### config.mk
export PLATFORM = sky130hd
export DESIGN_NAME = wdc_top
export DESIGN_NICKNAME = d
export VERILOG_FILES = /design/src/pkg/wdc_pkg.sv /design/src/pkg/wdc_tmr_if.sv /design/src/rtl/wdc_tick_gen.sv /design/src/rtl/wdc_counter.sv /design/src/rtl/wdc_top.sv
export SDC_FILE = /design/constraint.sdc
export NUM_CORES = 1
export LEC_CHECK = 0
export BUFFER_PORTS_ARGS = -buffer_cell sky130_fd_sc_hd__buf_2
export CAP_MARGIN = 0
export CORE_ASPECT_RATIO = 1.75
export CORE_MARGIN = 4
export CORE_UTILIZATION = 45
export DETAILED_ROUTE_END_ITERATION = 12
export HOLD_SLACK_MARGIN = 0.15
export PLACE_DENSITY = 0.73
export SETUP_SLACK_MARGIN = 0.2
export SYNTH_ARGS = -nofsm -noshare
export SYNTH_HDL_FRONTEND = slang
export SYNTH_HIERARCHICAL = 1
export SYNTH_SLANG_ARGS = --single-unit
### constraint.sdc
create_clock -name clk -period 2.9 [get_ports clk]
set_input_delay 0.29 -clock clk [delete_from_list [all_inputs] [get_ports clk]]
set_output_delay 0.29 -clock clk [all_outputs]
set_load 0.1 [all_outputs]
### src/pkg/wdc_pkg.sv
// shared constants and types for the watchdog control block
package wdc_pkg;

  // clocking and oscillator emulation
  localparam int unsigned CLK_FREQ_HZ   = 50_000_000;
  localparam int unsigned OSC_FREQ_HZ   = 128_000;
  // oscillator period in whole system cycles, rounded down so it is never longer than nominal
  localparam int unsigned OSC_DIV       = CLK_FREQ_HZ / OSC_FREQ_HZ;
  localparam int unsigned DIV_W         = 9;

  // time-out counter
  localparam int unsigned BASE_TICKS    = 2048;
  localparam int unsigned CNT_W         = 21;
  localparam int unsigned PSEL_W        = 4;

  // change-enable window in system clock cycles
  localparam int unsigned CE_WINDOW_CYC = 4;
  localparam int unsigned CE_CNT_W      = 3;

  // register byte offsets on the bus
  localparam logic [3:0] CTRL_OFS       = 4'h0;
  localparam logic [3:0] STAT_OFS       = 4'h4;

  // control register field positions
  localparam int unsigned FLAG_BIT      = 7;
  localparam int unsigned IE_BIT        = 6;
  localparam int unsigned PSEL3_BIT     = 5;
  localparam int unsigned CE_BIT        = 4;
  localparam int unsigned WDE_BIT       = 3;
  localparam int unsigned PSEL_LO_MSB   = 2;

  // values after reset
  localparam logic [7:0] CTRL_RST       = 8'h00;
  localparam logic [3:0] PSEL_RST       = 4'h0;

  // operating modes of the watchdog
  typedef enum logic [2:0] {
    WDC_STOPPED  = 3'b000,
    WDC_IRQ      = 3'b001,
    WDC_RESET    = 3'b010,
    WDC_COMBINED = 3'b011
  } wdc_mode_t;

endpackage

### src/pkg/wdc_tmr_if.sv
// carrier between the control logic, the tick divider and the time-out counter
`timescale 1ns/1ps
interface wdc_tmr_if (
  input wire logic clk,
  input wire logic rst_n
);
  logic                      tick;
  logic                      restart;
  logic                      run;
  logic [wdc_pkg::PSEL_W-1:0] psel;
  logic                      timeout;

  modport gen (input clk, input rst_n, output tick);
  modport tmr (input clk, input rst_n, input tick, input restart, input run, input psel,
               output timeout);
  modport ctl (output restart, output run, output psel, input timeout);
endinterface

### src/rtl/wdc_tick_gen.sv
// divider that turns the system clock into the watchdog oscillator tick
`timescale 1ns/1ps
module wdc_tick_gen (
  // timer carrier
  wdc_tmr_if.gen bus
);
  logic [wdc_pkg::DIV_W-1:0] div_r;
  logic [wdc_pkg::DIV_W-1:0] div_nxt;
  logic                      tick_r;
  logic                      tick_nxt;

  // free running, independent of every control bit
  always_comb begin
    div_nxt  = div_r + 1'b1;
    tick_nxt = 1'b0;
    if (div_r == wdc_pkg::DIV_W'(wdc_pkg::OSC_DIV - 1)) begin
      div_nxt  = '0;
      tick_nxt = 1'b1;
    end
  end

  always_ff @(posedge bus.clk or negedge bus.rst_n) begin
    if (!bus.rst_n) begin
      div_r  <= '0;
      tick_r <= 1'b0;
    end else begin
      div_r  <= div_nxt;
      tick_r <= tick_nxt;
    end
  end

  assign bus.tick = tick_r;
endmodule

### src/rtl/wdc_counter.sv
// watchdog counter, counts oscillator ticks up to the selected period
`timescale 1ns/1ps
module wdc_counter #(
  parameter int unsigned BASE_TICKS = wdc_pkg::BASE_TICKS
) (
  // timer carrier
  wdc_tmr_if.tmr bus
);
  logic [wdc_pkg::CNT_W-1:0] cnt_r;
  logic [wdc_pkg::CNT_W-1:0] cnt_nxt;
  logic [wdc_pkg::CNT_W-1:0] limit;
  logic                      timeout_r;
  logic                      timeout_nxt;

  // reserved codes wrap the shift; their period is left undefined
  assign limit = wdc_pkg::CNT_W'(BASE_TICKS << bus.psel);

  always_comb begin
    cnt_nxt     = cnt_r;
    timeout_nxt = 1'b0;
    if (!bus.run || bus.restart) begin
      cnt_nxt = '0;
    end else if (bus.tick) begin
      // >= so a shorter period fires at once rather than wrapping
      if (cnt_r >= limit - 1'b1) begin
        cnt_nxt     = '0;
        timeout_nxt = 1'b1;
      end else begin
        cnt_nxt = cnt_r + 1'b1;
      end
    end
  end

  always_ff @(posedge bus.clk or negedge bus.rst_n) begin
    if (!bus.rst_n) begin
      cnt_r     <= '0;
      timeout_r <= 1'b0;
    end else begin
      cnt_r     <= cnt_nxt;
      timeout_r <= timeout_nxt;
    end
  end

  assign bus.timeout = timeout_r;
endmodule

### src/rtl/wdc_top.sv
// watchdog timer control: register, mode decode, time-out actions, bus slave
//
// The register addresses and the Avalon-MM slave port were left to the implementer.
`timescale 1ns/1ps
module wdc_top #(
  parameter int unsigned BASE_TICKS = wdc_pkg::BASE_TICKS
) (
  // clock and reset
  input  wire logic        clk,
  input  wire logic        rst_n,
  // avalon-mm slave
  input  wire logic [3:0]  avs_address,
  input  wire logic        avs_read,
  input  wire logic        avs_write,
  input  wire logic [31:0] avs_writedata,
  input  wire logic [3:0]  avs_byteenable,
  output logic      [31:0] avs_readdata,
  output logic             avs_waitrequest,
  // cpu core side
  input  wire logic        wd_restart,
  input  wire logic        irq_vector_ack,
  input  wire logic        global_irq_enable,
  input  wire logic        watchdog_reset_cause_flag,
  // configuration levels
  input  wire logic        always_on_fuse,
  input  wire logic        clock_monitor_on,
  // results
  output logic             timeout_irq,
  output logic             system_reset_req
);

  wdc_tmr_if tif (
    .clk   (clk),
    .rst_n (rst_n)
  );

  wdc_tick_gen u_tick (
    .bus (tif.gen)
  );

  wdc_counter #(
    .BASE_TICKS (BASE_TICKS)
  ) u_cnt (
    .bus (tif.tmr)
  );

  // register state
  logic                         flag_r;
  logic                         flag_nxt;
  logic                         ie_r;
  logic                         ie_nxt;
  logic                         wde_r;
  logic                         wde_nxt;
  logic                         ce_r;
  logic                         ce_nxt;
  logic [wdc_pkg::CE_CNT_W-1:0] ce_cnt_r;
  logic [wdc_pkg::CE_CNT_W-1:0] ce_cnt_nxt;
  logic [wdc_pkg::PSEL_W-1:0]   psel_r;
  logic [wdc_pkg::PSEL_W-1:0]   psel_nxt;
  logic                         sysrst_r;
  logic                         sysrst_nxt;
  // bus state
  logic                         ack_r;
  logic                         ack_nxt;
  logic [7:0]                   rdata_r;
  logic [7:0]                   rdata_nxt;
  // decode
  logic                         wr_ctrl;
  logic [7:0]                   wd;
  logic                         forced_rst;
  logic                         wde_eff;
  logic                         ie_eff;
  logic                         flag_set;
  logic                         rst_fire;
  logic [7:0]                   ctrl_view;
  logic [7:0]                   stat_view;
  wdc_pkg::wdc_mode_t           mode;

  // one wait state: the answer always comes at the second edge of a request
  assign avs_waitrequest = (avs_read | avs_write) & ~ack_r;
  assign avs_readdata    = {24'h000000, rdata_r};
  assign wd              = avs_writedata[7:0];
  assign wr_ctrl         = avs_write & ack_r & (avs_address == wdc_pkg::CTRL_OFS)
                           & avs_byteenable[0];

  // fuse always pins the unit in reset mode; the monitor does so only while the watchdog is enabled
  assign forced_rst = always_on_fuse | clock_monitor_on;
  // effective bits, so forcing shows at once and not a cycle later
  assign wde_eff    = wde_r | always_on_fuse | watchdog_reset_cause_flag;
  assign ie_eff     = ie_r & ~forced_rst;

  always_comb begin
    if (!always_on_fuse && !wde_eff && !ie_r) begin
      mode = wdc_pkg::WDC_STOPPED;
    end else if (forced_rst) begin
      mode = wdc_pkg::WDC_RESET;
    end else begin
      case ({wde_eff, ie_r})
        2'b01:   mode = wdc_pkg::WDC_IRQ;
        2'b11:   mode = wdc_pkg::WDC_COMBINED;
        default: mode = wdc_pkg::WDC_RESET;
      endcase
    end
  end

  assign tif.run     = (mode != wdc_pkg::WDC_STOPPED);
  assign tif.restart = wd_restart;
  assign tif.psel    = psel_r;

  always_comb begin
    flag_set = 1'b0;
    rst_fire = 1'b0;
    if (tif.timeout) begin
      case (mode)
        wdc_pkg::WDC_IRQ:      flag_set = 1'b1;
        wdc_pkg::WDC_COMBINED: begin
          // flag still up means the vector was never taken
          if (flag_r) begin
            rst_fire = 1'b1;
          end else begin
            flag_set = 1'b1;
          end
        end
        wdc_pkg::WDC_RESET:    rst_fire = 1'b1;
        default:               rst_fire = 1'b0;
      endcase
    end
  end

  always_comb begin
    flag_nxt   = flag_r;
    ie_nxt     = ie_r;
    wde_nxt    = wde_r;
    ce_nxt     = ce_r;
    ce_cnt_nxt = ce_cnt_r;
    psel_nxt   = psel_r;
    sysrst_nxt = rst_fire;

    // flag: hardware set beats either clear
    if (irq_vector_ack) begin
      flag_nxt = 1'b0;
    end
    if (wr_ctrl && wd[wdc_pkg::FLAG_BIT]) begin
      flag_nxt = 1'b0;
    end
    if (flag_set) begin
      flag_nxt = 1'b1;
    end

    // interrupt enable; re-arming is left to software
    if (wr_ctrl) begin
      ie_nxt = wd[wdc_pkg::IE_BIT];
    end
    if (irq_vector_ack && wde_eff) begin
      ie_nxt = 1'b0;
    end
    // monitor only masks the interrupt; a written enable still arms reset
    if (always_on_fuse) begin
      ie_nxt = 1'b0;
    end

    // reset enable: setting is free, clearing needs the open window
    if (wr_ctrl) begin
      if (wd[wdc_pkg::WDE_BIT]) begin
        wde_nxt = 1'b1;
      end else if (ce_r) begin
        wde_nxt = 1'b0;
      end
    end
    if (always_on_fuse || watchdog_reset_cause_flag) begin
      wde_nxt = 1'b1;
    end

    // period select only moves inside the window
    if (wr_ctrl && ce_r) begin
      psel_nxt = {wd[wdc_pkg::PSEL3_BIT], wd[wdc_pkg::PSEL_LO_MSB:0]};
    end

    // change enable window
    if (ce_r) begin
      ce_cnt_nxt = ce_cnt_r + 1'b1;
      if (ce_cnt_r == wdc_pkg::CE_CNT_W'(wdc_pkg::CE_WINDOW_CYC - 1)) begin
        ce_nxt     = 1'b0;
        ce_cnt_nxt = '0;
      end
    end
    if (wr_ctrl) begin
      // opening needs reset enable written one in the same access
      ce_nxt     = wd[wdc_pkg::CE_BIT] & wd[wdc_pkg::WDE_BIT];
      ce_cnt_nxt = '0;
    end
  end

  always_ff @(posedge clk or negedge rst_n) begin
    if (!rst_n) begin
      flag_r   <= wdc_pkg::CTRL_RST[wdc_pkg::FLAG_BIT];
      ie_r     <= wdc_pkg::CTRL_RST[wdc_pkg::IE_BIT];
      wde_r    <= wdc_pkg::CTRL_RST[wdc_pkg::WDE_BIT];
      ce_r     <= wdc_pkg::CTRL_RST[wdc_pkg::CE_BIT];
      ce_cnt_r <= '0;
      psel_r   <= wdc_pkg::PSEL_RST;
      sysrst_r <= 1'b0;
    end else begin
      flag_r   <= flag_nxt;
      ie_r     <= ie_nxt;
      wde_r    <= wde_nxt;
      ce_r     <= ce_nxt;
      ce_cnt_r <= ce_cnt_nxt;
      psel_r   <= psel_nxt;
      sysrst_r <= sysrst_nxt;
    end
  end

  assign ctrl_view = {flag_r, ie_eff, psel_r[3], ce_r, wde_eff, psel_r[2:0]};
  assign stat_view = {4'h0, forced_rst, mode};

  always_comb begin
    ack_nxt   = (avs_read | avs_write) & ~ack_r;
    rdata_nxt = rdata_r;
    if (avs_read && !ack_r) begin
      if (avs_address == wdc_pkg::CTRL_OFS) begin
        rdata_nxt = ctrl_view;
      end else if (avs_address == wdc_pkg::STAT_OFS) begin
        rdata_nxt = stat_view;
      end else begin
        rdata_nxt = 8'h00;
      end
    end
  end

  always_ff @(posedge clk or negedge rst_n) begin
    if (!rst_n) begin
      ack_r   <= 1'b0;
      rdata_r <= 8'h00;
    end else begin
      ack_r   <= ack_nxt;
      rdata_r <= rdata_nxt;
    end
  end

  assign timeout_irq      = flag_r & ie_eff & global_irq_enable;
  assign system_reset_req = sysrst_r;
endmodule

==> impl_metrics.toml <==
[run_status]
outcome = "finished, violations left"
failed_checks = "setup timing"

[timing]
finalSetupViolations = 19
relSlewSlack_pct = 62.6
finalWorstSetupSlack_ps = -124
period_needed_ps = 3020
rsz0062_at_grt = "yes"
fmax_mhz = 331
worst_pin_slew_ps = 560
hold_viol = 0
slew_violations = 0
worst_clock_skew_ps = 7.61
finalCritPeriodShare_pct = 104

[layout]
num_antenna_cells = 0
final_nets = 450
syn_to_final_growth_pct = 18.7
drive_gt1_share_pct = 22.3
stdcell_count = 470
post-route-util_pct = 54.7
fin_area_um2 = 3750

[synthesis]
synthDistinctLibCells = 51
synth.avg_cell_area_um2 = 9.38
ys_ff_latch = 53
synth_area_um2 = 3160
synth_top_area_share_pct = 42.0
synth_seq_area_share_pct = 42.0
ys.flop_type = "dfrtp_1"
synth-edff-count = 0
yosys.area.top_type = "dfrtp_1"
synthArstFlopShare_pct = 100
yosysMostFrequentCell = "dfrtp_1"
synth_warnings = 6
synth.top_cells.by_count = "53 x dfrtp_1, 33 x nand2_1, 27 x nor2_1"
syn_inst = 337
ys_top_cells_by_area = "dfrtp_1 42%, buf_4 5.9%, ha_1 5.9%"

[critical_path]
reg2reg_depth = 13
arrival_ps = 3210
crit_path_top_delay_cell = "dfrtp_1"
rrSetupSlack_ps = -120
reg2reg_to = "u_cnt/cnt_r[20]"
cp-start-kind = "flip-flop"
crit_path_end_kind = "flip-flop"
r2r_start = "psel_r[3]"
critical_path.max_fanout = 6
path_cells = "nor3_4 -> nand2b_1 -> ha_4 -> buf_4 -> xnor2_2 -> ha_1 -> nand4_1 -> or3_4 -> nor3_4 -> nor4_4 -> buf_6 -> buf_6 -> a221o_1"
slowest_delay_ps = 410
critPathRequiredTime_ps = 3090
critical_path_class = "flip-flop to flip-flop"

[power_and_ir_drop]
combPwrFrac_pct = 15.0
leakage_uw = 0.00175
sw_frac_of_total_pct = 29.8
ir_worst_vdd_uv = 254
p_int_uw = 1200
clkPwrFrac_pct = 40.4
power.density_nw_per_um2 = 454
power_frac_seq_pct = 44.6
power.switching_uw = 508

[grt]
grt_start_max_net_pins = 36
grt_pass1_wl_um = 12000
antenna_found_initial = 0
grt_usage_pct = 17.8
grt_overflow = 0
grt_pass1_vias = 2636

[floorplan]
die_h_um = 119
ioPinCount = 85
core_area_um2 = 6860
fp.dieW_um = 71.4
start_util_pct = 46.1
dieArea_um2 = 8480
rows = 40

[detailed_routing]
routedWlPerCell_um = 15.1
drt.antenna.violating_nets = 0
drt_wl_total_um = 7100
routed_via_density = 5.63
drtIter0Drc = 118
drt_pass1_iterations = 4
drc = 0
vias = 2646

[placement]
placedCellCount = 453
gp_congestion = 0.886
place_hpwl_um = 5170
place_area_um2 = 3420
port_buffers = 33

[worst_hold_path]
worst_hold_startpoint = "avs_writedata[0]"
whs_endpoint = "psel_r[0]"
hold_path.class = "primary input to flip-flop"
whs_path_depth = 2

[clock_network]
cts_tree = "built"
path_clk_slew_ps = 70
clockRootBuffer = "clkbuf_16"
cts.path.max_buffers = 2
htree_levels = 2
clock_latency_ps = 300
clock-sinks = 53
cts_made_buffers = 5

[run]
cap_viol_max_count = 0
==> worst max-delay path: cells and delay by family (launching register included) <==
family                     cells  cell delay [ps]
AOI/OAI and AO/OA              1              310
xor gates and xnor gates       1              140
adders and majority gates      2              500
buffers and inverters          3              400
DFF                            1              410
and+or+nand+nor                6             1150
==> cells by family (layout without fill, tap and decap cells) <==
group	Yosys count	after routing	synth area share, %
AOI/OAI and AO/OA	65	65	14.3
xor gates and xnor gates	6	6	1.66
adders and majority gates	15	15	5.94
buffers and inverters	48	74	9.03
DFF	53	53	42.0
muxes	9	9	3.01
other	1	24	0.119
and+or+nand+nor	140	140	24.0
==> flip-flops by register name, summed over array words and instances (netlist names) <==
register / count
ack_r: 1
ce_cnt_r: 3
ce_r: 1
flag_r: 1
ie_r: 1
psel_r: 4
rdata_r: 8
system_reset_req: 1
u_cnt/bus.timeout: 1
u_cnt/cnt_r: 21
u_tick/bus.tick: 1
u_tick/div_r: 9
wde_r: 1
==> power groups by stage <==
stage	Clock, µW	Combinational (µW)	Sequential (µW)
global route	736	272	762
floorplan	0	214	788
detailed placement	0	255	775
finish	688	256	760
CTS	707	257	761
global placement	0	251	774
==> per-stage QoR <==
stage          hold slack, ps  worst slack, ps  power (µW)  TNS [ps]
6_report                  214             -124        1700     -1200
3_5_place_dp              261             -101        1030      -642
2_1_floorplan           -5.59             22.6        1000         0
5_1_grt                   218             -271        1770     -4190
3_3_place_gp              249            -52.1        1020      -155
4_1_cts                   208             -131        1720     -1640
==> how the worst max path moves through the flow <==
stage / from / slack, ps / endpoint
3_5_place_dp: psel_r[1] / -100 / u_cnt/cnt_r[20]
6_report: psel_r[3] / -120 / u_cnt/cnt_r[20]
2_1_floorplan: psel_r[3] / 20 / u_cnt/cnt_r[19]
5_1_grt: psel_r[3] / -270 / u_cnt/cnt_r[17]
4_1_cts: psel_r[2] / -130 / u_cnt/cnt_r[18]
3_3_place_gp: psel_r[3] / -50 / u_cnt/cnt_r[17]
==> routing by layer <==
| layer | track usage, % | up-vias | routed length, µm |
|---|---|---|---|
| met5 | 0 | - | 0 |
| met4 | 10.9 | 0 | 319 |
| met3 | 3.21 | 18 | 362 |
| met2 | 32.3 | 75 | 3890 |
| met1 | 18.2 | 1285 | 2530 |
| li1 | - | 1268 | - |
==> cells in the final DEF, fill, tap and decap left out, types with 5 or more instances in the layout <==
master      n
o21ai_0     8
mux2i_1     5
nand2_1    32
nand4_1     8
o311ai_1    9
nand3_1    25
a22o_1      8
a21o_1      5
conb_1     24
buf_2      33
buf_4      13
a21oi_1    10
and3_1     11
dfrtp_1    53
inv_1      12
o21ai_1     6
nor2_1     27
buf_6       6
clkbuf_16   5
ha_1       14
==> timing repair <==
item                                    4_1_cts  5_1_grt
endpoints found under the setup margin       21       22
pin swaps                                     4        3
resized for setup                            17       16
endpoints found under the hold margin        18        0
buffers inserted                              6        1
gates cloned                                  1        0
hold buffers                                  1        0
==> cell type report <==
cell class                 instances  area, µm²
fill                             598       3110
multi-input combinational        259       1740
sequential                        53       1330
timing repair buffer              54        360
clock buffer                       5        125
tap                               84        105
clock inverter                     3       46.3
inverter                          12       45.0
Power figures use the tool's default switching activity.
